$ cat src/verilog/mbm_regs.svh
// Constants of the multilayer bus matrix: map, offsets, fields, resets
// Function
// Twelve masters, indices 0 to 11, each with its own layer.
// Masters proceed concurrently whenever their target slaves differ.
// Per-slave fixed priority or round robin with three default-master modes.
// Ten slaves, each with an independent arbiter and its own settings.
// Bursts of any length; break at programmable slot cycle limit.
// One decoder per master; every decoder uses the same map; here the DDR region follows each master's ddr_sel bit.
// Boot region targets internal boot, external boot or remap slave.
// Boot memory choice comes from boot select pin sampled in reset.
// Remap command places internal SRAM at the boot region.
// Master numbering: processor, DMA, video, USB, MAC, logic masters.
// Slave numbering: SRAM, ROM layer, shared ctrl, memories, DDR, peripherals.
// Low-bandwidth controller register interfaces share one slave layer.
// Some master-to-slave paths are absent and get refused.
// Per-master remap setting picks DDR port 2 or port 3.
// Reset clears remap so sampled boot memory sits at boot region.
`ifndef MBM_REGS_SVH
`define MBM_REGS_SVH

`define MBM_NUM_MST 12
`define MBM_NUM_SLV 10

// Slave indices
`define MBM_S_SRAM 4'h0
`define MBM_S_ROM 4'h1
`define MBM_S_CTRL 4'h2
`define MBM_S_LMEM 4'h3
`define MBM_S_EXT 4'h4
`define MBM_S_DDR2 4'h5
`define MBM_S_DDR3 4'h6
`define MBM_S_LCS 4'h7
`define MBM_S_LPER 4'h8
`define MBM_S_PER 4'h9

// Address regions, selected by address bits 31:28
`define MBM_RGN_BOOT 4'h0
`define MBM_RGN_ROM 4'h1
`define MBM_RGN_SRAM 4'h2
`define MBM_RGN_LMEM 4'h3
`define MBM_RGN_CTRL 4'h4
`define MBM_RGN_LCS 4'h5
`define MBM_RGN_LPER 4'h6
`define MBM_RGN_DDR 4'h7
`define MBM_RGN_EXT_LO 4'h8
`define MBM_RGN_EXT_HI 4'hb
`define MBM_RGN_PER 4'hf

// Masters allowed per slave (bit m = master m)
`define MBM_PATH_CTRL 12'he43
`define MBM_PATH_PER 12'he47
`define MBM_PATH_ALL 12'hfff

// Register offsets
`define MBM_OFS_ARB 8'h00
`define MBM_OFS_REMAP 8'h40
`define MBM_OFS_DDR 8'h44
`define MBM_OFS_STAT 8'h48

// Arbiter configuration fields
`define MBM_F_RR 0
`define MBM_F_DEF_LO 1
`define MBM_F_DEF_HI 2
`define MBM_F_FIX_LO 4
`define MBM_F_FIX_HI 7
`define MBM_F_SLOT_LO 8
`define MBM_F_SLOT_HI 15
`define MBM_F_BUSY_LO 16

// Reset values
`define MBM_SLOT_RST 8'h10
`define MBM_DDR_RST 12'h000

`endif

$ cat src/verilog/mbm_pkg.sv
// Types shared by the multilayer bus matrix
package mbm_pkg;

    typedef enum logic [1:0] {
        MBM_DEF_NONE,
        MBM_DEF_LAST,
        MBM_DEF_FIXED
    } mbm_defm_t;

    typedef struct packed {
        logic req;
        logic [31:0] addr;
    } mbm_mst_req_t;

    typedef struct packed {
        logic valid;
        logic [3:0] idx;
    } mbm_owner_t;

    typedef struct packed {
        logic ok;
        logic [3:0] slv;
    } mbm_dec_t;

    typedef struct packed {
        logic rr;
        mbm_defm_t defm;
        logic [3:0] fix;
        logic [7:0] slot;
    } mbm_arb_cfg_t;

    typedef struct packed {
        logic pin_s1;
        logic pin_s2;
        logic boot_ext;
        logic remap;
        logic [11:0] ddr_sel;
        mbm_arb_cfg_t [9:0] cfg;
        mbm_owner_t [9:0] owner;
        logic [9:0] busy;
        logic [9:0][7:0] cnt;
        logic [11:0] grant;
        logic [11:0] err;
        logic [11:0][3:0] mslv;
        logic [31:0] rdata;
    } mbm_state_t;

endpackage

$ cat src/verilog/mbm_matrix.sv
// Multilayer bus matrix: decoders, per-slave arbiters, boot and remap
`timescale 1ns/1ps
`include "mbm_regs.svh"

module mbm_matrix
    import mbm_pkg::*;
(
    // Clock and reset
    input wire logic sys_clk_i,
    input wire logic rst_n_i,
    // Boot select pin
    input wire logic boot_memory_select_pin_i,
    // Master requests
    input wire mbm_mst_req_t [11:0] mst_req_i,
    // Master answers
    output logic [11:0] mst_grant_o,
    output logic [11:0] mst_err_o,
    output logic [11:0][3:0] mst_slv_o,
    // Slave ownership
    output mbm_owner_t [9:0] slv_owner_o,
    output logic [9:0] slv_busy_o,
    // Register port
    input wire logic [7:0] reg_addr_i,
    input wire logic [31:0] reg_wdata_i,
    input wire logic reg_wr_i,
    input wire logic reg_rd_i,
    output logic [31:0] reg_rdata_o
);

    mbm_state_t state;
    mbm_state_t next_state;

    // Allowed masters of a slave, bit m is master m

    function automatic logic [11:0] path_mask(input logic [3:0] s);
        logic [11:0] m;
        m = `MBM_PATH_ALL;
        if (s == `MBM_S_CTRL) begin
            m = `MBM_PATH_CTRL;
        end else if (s == `MBM_S_PER) begin
            m = `MBM_PATH_PER;
        end
        return m;
    endfunction

    // Address map, identical for every master except the DDR region, which follows each master's ddr_sel bit
    function automatic mbm_dec_t decode(
        input logic [31:0] a,
        input logic remap,
        input logic boot_ext,
        input logic ddr3
    );
        mbm_dec_t d;
        logic [3:0] r;
        d.ok = 1'b1;
        d.slv = `MBM_S_SRAM;
        r = a[31:28];
        if (r == `MBM_RGN_BOOT) begin
            if (remap) begin
                d.slv = `MBM_S_SRAM;
            end else if (boot_ext) begin
                d.slv = `MBM_S_EXT;
            end else begin
                d.slv = `MBM_S_ROM;
            end
        end else if (r == `MBM_RGN_ROM) begin
            d.slv = `MBM_S_ROM;
        end else if (r == `MBM_RGN_SRAM) begin
            d.slv = `MBM_S_SRAM;
        end else if (r == `MBM_RGN_LMEM) begin
            d.slv = `MBM_S_LMEM;
        end else if (r == `MBM_RGN_CTRL) begin
            d.slv = `MBM_S_CTRL;
        end else if (r == `MBM_RGN_LCS) begin
            d.slv = `MBM_S_LCS;
        end else if (r == `MBM_RGN_LPER) begin
            d.slv = `MBM_S_LPER;
        end else if (r == `MBM_RGN_DDR) begin
            d.slv = ddr3 ? `MBM_S_DDR3 : `MBM_S_DDR2;
        end else if (r >= `MBM_RGN_EXT_LO && r <= `MBM_RGN_EXT_HI) begin
            d.slv = `MBM_S_EXT;
        end else if (r == `MBM_RGN_PER) begin
            d.slv = `MBM_S_PER;
        end else begin
            d.ok = 1'b0;
        end
        return d;
    endfunction

    always_comb begin
        mbm_dec_t dec;
        logic [9:0][11:0] reqv;
        logic [11:0] cand;
        logic [3:0] own;
        logic [3:0] win;
        logic hold;
        logic expired;
        logic [5:0] widx;
        logic [3:0] ridx;
        logic [11:0] pm;
        next_state = state;
        pm = 12'h000;
        reqv = '0;
        cand = '0;
        own = 4'h0;
        win = 4'h0;
        hold = 1'b0;
        expired = 1'b0;
        widx = 6'h00;
        ridx = 4'h0;
        dec = '0;

        // Boot pin synchroniser runs through reset too
        next_state.pin_s1 = boot_memory_select_pin_i;
        next_state.pin_s2 = state.pin_s1;

        // One decoder per master
        next_state.err = '0;
        for (int m = 0; m < `MBM_NUM_MST; m++) begin
            dec = decode(mst_req_i[m].addr, state.remap, state.boot_ext,
                state.ddr_sel[m]);
            next_state.mslv[m] = dec.slv;
            pm = path_mask(dec.slv);
            if (mst_req_i[m].req) begin
                if (dec.ok && pm[m]) begin
                    reqv[dec.slv][m] = 1'b1;
                end else begin
                    next_state.err[m] = 1'b1;
                end
            end
        end

        // Independent arbiter per slave
        for (int s = 0; s < `MBM_NUM_SLV; s++) begin
            own = state.owner[s].idx;
            hold = state.busy[s] && reqv[s][own];
            expired = (state.cfg[s].slot != 8'h00) &&
                (state.cnt[s] >= state.cfg[s].slot);
            cand = reqv[s];
            if (hold && expired && |(cand & ~(12'h001 << own))) begin
                cand[own] = 1'b0;
                hold = 1'b0;
            end
            if (hold) begin
                // Undefined-length burst keeps the layer
                if (state.cnt[s] != 8'hff) begin
                    next_state.cnt[s] = state.cnt[s] + 8'h01;
                end
            end else if (|cand) begin
                win = 4'h0;
                if (state.cfg[s].rr) begin
                    for (int k = `MBM_NUM_MST; k >= 1; k--) begin
                        widx = 6'(own) + 6'(k);
                        ridx = (widx >= 6'd12) ? 4'(widx - 6'd12) : 4'(widx);
                        if (cand[ridx]) begin
                            win = ridx;
                        end
                    end
                end else begin
                    for (int m = `MBM_NUM_MST - 1; m >= 0; m--) begin
                        if (cand[m]) begin
                            win = 4'(m);
                        end
                    end
                end
                next_state.owner[s].idx = win;
                next_state.owner[s].valid = 1'b1;
                next_state.busy[s] = 1'b1;
                next_state.cnt[s] = 8'h01;
            end else begin
                next_state.busy[s] = 1'b0;
                next_state.cnt[s] = 8'h00;
                unique case (state.cfg[s].defm)
                    MBM_DEF_NONE: begin
                        next_state.owner[s].valid = 1'b0;
                    end
                    MBM_DEF_LAST: begin
                        next_state.owner[s] = state.owner[s];
                    end
                    MBM_DEF_FIXED: begin
                        next_state.owner[s].idx = state.cfg[s].fix;
                        next_state.owner[s].valid = 1'b1;
                    end
                    default: begin
                        next_state.owner[s].valid = 1'b0;
                    end
                endcase
            end
        end

        // Grants: each master may hold its own slave concurrently
        next_state.grant = '0;
        for (int s = 0; s < `MBM_NUM_SLV; s++) begin
            if (next_state.busy[s]) begin
                next_state.grant[next_state.owner[s].idx] = 1'b1;
            end
        end

        // Register writes
        if (reg_wr_i) begin
            if (reg_addr_i < `MBM_OFS_REMAP && reg_addr_i[1:0] == 2'b00 &&
                reg_addr_i[7:2] < 6'd10) begin
                next_state.cfg[reg_addr_i[5:2]].rr =
                    reg_wdata_i[`MBM_F_RR];
                next_state.cfg[reg_addr_i[5:2]].defm =
                    mbm_defm_t'(reg_wdata_i[`MBM_F_DEF_HI:`MBM_F_DEF_LO]);
                next_state.cfg[reg_addr_i[5:2]].fix =
                    reg_wdata_i[`MBM_F_FIX_HI:`MBM_F_FIX_LO];
                next_state.cfg[reg_addr_i[5:2]].slot =
                    reg_wdata_i[`MBM_F_SLOT_HI:`MBM_F_SLOT_LO];
            end else if (reg_addr_i == `MBM_OFS_REMAP) begin
                next_state.remap = reg_wdata_i[0];
            end else if (reg_addr_i == `MBM_OFS_DDR) begin
                next_state.ddr_sel = reg_wdata_i[11:0];
            end
        end

        // Register reads, data valid for one cycle only
        next_state.rdata = 32'h0000_0000;
        if (reg_rd_i) begin
            if (reg_addr_i < `MBM_OFS_REMAP && reg_addr_i[1:0] == 2'b00 &&
                reg_addr_i[7:2] < 6'd10) begin
                next_state.rdata[`MBM_F_RR] = state.cfg[reg_addr_i[5:2]].rr;
                next_state.rdata[`MBM_F_DEF_HI:`MBM_F_DEF_LO] =
                    state.cfg[reg_addr_i[5:2]].defm;
                next_state.rdata[`MBM_F_FIX_HI:`MBM_F_FIX_LO] =
                    state.cfg[reg_addr_i[5:2]].fix;
                next_state.rdata[`MBM_F_SLOT_HI:`MBM_F_SLOT_LO] =
                    state.cfg[reg_addr_i[5:2]].slot;
            end else if (reg_addr_i == `MBM_OFS_REMAP) begin
                next_state.rdata[0] = state.remap;
            end else if (reg_addr_i == `MBM_OFS_DDR) begin
                next_state.rdata[11:0] = state.ddr_sel;
            end else if (reg_addr_i == `MBM_OFS_STAT) begin
                next_state.rdata[0] = state.boot_ext;
                next_state.rdata[1] = state.remap;
                next_state.rdata[`MBM_F_BUSY_LO +: 10] = state.busy;
            end
        end

        // Synchronous reset; boot pin is caught while reset is held
        if (!rst_n_i) begin
            next_state.boot_ext = state.pin_s2;
            next_state.remap = 1'b0;
            next_state.ddr_sel = `MBM_DDR_RST;
            for (int s = 0; s < `MBM_NUM_SLV; s++) begin
                next_state.cfg[s].rr = 1'b0;
                next_state.cfg[s].defm = MBM_DEF_LAST;
                next_state.cfg[s].fix = 4'h0;
                next_state.cfg[s].slot = `MBM_SLOT_RST;
            end
            next_state.owner = '0;
            next_state.busy = '0;
            next_state.cnt = '0;
            next_state.grant = '0;
            next_state.err = '0;
            next_state.mslv = '0;
            next_state.rdata = 32'h0000_0000;
        end
    end

    always_ff @(posedge sys_clk_i) begin
        state <= next_state;
    end

    assign mst_grant_o = state.grant;
    assign mst_err_o = state.err;
    assign mst_slv_o = state.mslv;
    assign slv_owner_o = state.owner;
    assign slv_busy_o = state.busy;
    assign reg_rdata_o = state.rdata;

endmodule

$ cat config.mk
export PLATFORM = sky130hd
export DESIGN_NAME = mbm_matrix
export DESIGN_NICKNAME = d
export VERILOG_FILES = /design/src/verilog/mbm_pkg.sv /design/src/verilog/mbm_matrix.sv
export VERILOG_INCLUDE_DIRS = /design/src /design/src/verilog
export SDC_FILE = /design/constraint.sdc
export NUM_CORES = 2
export LEC_CHECK = 0
export BUFFER_PORTS_ARGS = -buffer_cell sky130_fd_sc_hd__buf_2
export CAP_MARGIN = 20
export CORE_ASPECT_RATIO = 1.1
export CORE_MARGIN = 8
export CORE_UTILIZATION = 40
export DETAILED_ROUTE_END_ITERATION = 10
export GPL_TIMING_DRIVEN = 0
export PLACE_DENSITY = 0.62
export SYNTH_ARGS = -nofsm -noshare
export SYNTH_HDL_FRONTEND = slang
export SYNTH_SLANG_ARGS = --single-unit
$ cat constraint.sdc
create_clock -name sys_clk_i -period 7.35 [get_ports sys_clk_i]
set_input_delay 0.3675 -clock sys_clk_i [delete_from_list [all_inputs] [get_ports sys_clk_i]]
set_output_delay 0.3675 -clock sys_clk_i [all_outputs]
set_load 0.005 [all_outputs]
==> metrics <==
CP Data Required Time=7.87 ns; Fin. Hold Viols=0; largest area contributor in the netlist=dfxtp_1; Stages on worst setup path=22; clock skew=0.05803 ns; Clk pwr share=0.239; critical-path cell list=buf_6, or2_1, clkbuf_4, nor4_4, o211ai_1, o32ai_1, nor4_1, o211a_1, buf_2, clkbuf_4, nor4_4, o221ai_1, nand2_1, o221ai_1, nand2_1, o311a_1, nor4_2, o31ai_4, nor2b_1, nand3_1, o2111a_1, a31oi_1; CTS Buf Count=53; Sw Ratio=0.4952; ys async rst share=0; EDFF count, synth=1; status=finished with violations; Max VDD drop=194.1 uV; global-route wire length before repair=469,200 um; Unique masters post-synth=132; HP Class=in -> reg; gr ovfl total=0; CTS tree=yes; fin cells=10,399; DIE AREA=153,800 sq um; Max Fclk=133.7 MHz; DR vias/cell=6.991; Cells after DPL=10,201; sw power=0.005843 W; Sink Count=404; Final setup viols=8; Synth Register Bits=404; Most used DFF post-synth=dfxtp_1; period utilization=1.017; Die Span Y=410.6 um; placed wire-length estimate=270,400 um; R2R depth=22; DRT Pass-1 Iters=7; Die X-Extent=374.7 um; max incr delay on CP=0.78 ns; Worst-path clk slew=0.06 ns; Crit. End Element=flip-flop; critical-path maximum fanout=10; ranking of synthesized cells by area=dfxtp_1 (14%), ha_1 (8.4%), nand2_1 (6.9%), nor2_1 (4.9%), a21oi_1 (4.5%); top-count cell post-synth=nand2_1; Worst Tran Pin Value=1.293 ns; final antenna-violating net count=0; Min-Delay Path Depth=3; Detailed Route WL=336,800 um; Area Growth Syn to Fin=15.50%; net total in the final layout=9,307; final design utilization=0.4627; Buffers & Inverters on Critical Path=4; Worst-Skew Late Latency=0.72 ns; Syn Area/Cell=7.011 sq um; Initial Utilization=0.4006; Combinational Power Share=0.556; register area share after synthesis=0.1430; vias in the first global route=64,954; Slowest-stage cell, CP=o211ai_1; CP delay by family, top=compound AO/OA/AOI/OAI gates; # Max-Cap Violations=0; Yosys top cell area share=0.1425; Synth Instances=8,075; Final Max Tran Viols=0; via count=72,700; Reg power frac=0.205; largest net degree at the start of global routing=20; reg2reg start=state[406]; DR WL/cell=32.38 um; initial antenna violation count=67; Core Area=141,300 sq um; port buffer count=230; row cnt=145; relative slew slack=0.1378; Yosys warnings=0; DR DRC count=0; Internal=0.005956 W; final worst setup slack=-0.1282 ns; hold path startpoint=mst_req_i[30]; Ports=605; leak pwr=24.43 nW; Synth Cell Area=56,610 sq um; CP Launch Type=flip-flop; Worst Path Arrival=8.00 ns; top cells by count, synth=nand2_1 (1,035), nor2_1 (744), a21oi_1 (509), dfxtp_1 (403), ha_1 (378); Final GP Congestion=1.089; Max Buffers Root-to-Sink=3; minimum clock period=7.478 ns; RSZ-0062 raised after global routing=yes; failing checks=negative setup slack; Power Dens Cells=180.4 nW/um^2; CTS root buffer=clkbuf_16; Clock H-tree levels=2; Worst Setup SP=state[406]; Starting DRT DRC Count=10,254; total track usage=0.4062; share of layout cells above drive strength 1=0.1480; Setup Crit Path Kind=reg -> reg
layer usage:
| layer | share of wire | track usage | wire length [um] | vias to the layer above |
|---|---|---|---|---|
| met5 | 0.00080 | 0 | 269 | - |
| met4 | 0.084 | 0.2499 | 28130 | 40 |
| met3 | 0.12 | 0.1098 | 40510 | 1280 |
| met1 | 0.38 | 0.5092 | 128400 | 34769 |
| li1 | - | - | - | 31384 |
| met2 | 0.41 | 0.6185 | 139500 | 5227 |
tightest hold or removal path: cells and delay by family:
kind / cells / cell delay, ns
buffers and inverters: 1 / 0.14
and+or+nand+nor: 2 / 0.19
path summary, 6_finish.rpt:
path / slack, ns / to
hold reg to reg: 0.33 / state[408]
setup / recovery: -0.13 / mst_grant_o[0]
setup reg to reg: -0.13 / mst_grant_o[0]
hold / removal: 0.04 / mst_err_o[0]
through the flow:
stage / total power [W] / hold slack (ns) / TNS (ns) / area [sq um] / setup slack (ns)
global placement: 0.008302 / 0.3098 / -39.85 / 60080 / -2.418
finish: 0.01180 / 0.03562 / -0.5427 / 65390 / -0.1282
CTS: 0.01133 / 0.005040 / -0.004565 / 63860 / -0.004565
floorplan: 0.006294 / 0.3096 / 0 / 56630 / 1.332
detailed placement: 0.008341 / 0.3147 / -20.89 / 60720 / -1.545
global route: 0.01219 / 0.03901 / -0.1091 / 65320 / -0.04893
kinds of logic (layout without fill, tap and decap cells):
logic type,Yosys count,count (layout),share of synthesized area
flops,404,404,0.1430
xor+xnor,171,171,0.02645
mux,148,148,0.03817
simple gates,3495,3495,0.3073
fa+ha+maj,379,379,0.08372
compound gates,2526,2526,0.3249
other cells,1,39,0.00006624
buf+inv,951,1400,0.07636
area by class of cell:
class	count	area, sq um
multi-input combinational	6725	46370
inverter	320	1237
clock inverter	21	282.8
sequential	404	8119
clock buffer	75	1529
buffer	626	3216
antenna	33	82.58
tap	1837	2298
fill	14716	75940
timing repair buffer	358	2258
power by group through the flow:
stage | sequential (W) | combinational (W) | clock, W
5_1_grt | 0.00242 | 0.00686 | 0.00291
4_1_cts | 0.00241 | 0.00610 | 0.00282
3_5_place_dp | 0.00245 | 0.00589 | 0
3_3_place_gp | 0.00245 | 0.00585 | 0
2_1_floorplan | 0.00237 | 0.00392 | 0
6_report | 0.00242 | 0.00656 | 0.00282
layout by cell type (no fill, tap or decap), types with 95 or more instances in the layout:
master	synthesis	routed
nand2b_1	132	132
nand4_1	124	124
o21ai_0	297	286
o211ai_1	124	124
xnor2_1	118	118
nor3_1	310	288
buf_2	38	275
nand2_1	1035	1032
inv_1	298	294
clkbuf_1	377	350
ha_1	378	373
a21oi_1	509	495
o22ai_1	107	101
and2_1	117	117
and3_1	107	107
a31oi_1	116	102
nor2_1	744	735
dfxtp_1	403	388
nand3_1	293	284
buf_4	170	255
nor2b_1	96	95
sequential cells by signal (all words and copies together) (netlist names):
register and cells:
mst_grant_o 12, reg_rdata_o 26, next_state 1, mst_slv_o 48, state 245, slv_owner_o 50
slv_busy_o 10, mst_err_o 12
timing repair:
action,CTS,global route
endpoints found under the hold margin,3,0
resized for setup,214,241
setup buffers,38,28
hold buffers,3,0
setup endpoints to repair,29,12
cloned,0,0
pin swaps,22,28
(Power assumes the default switching activity.)
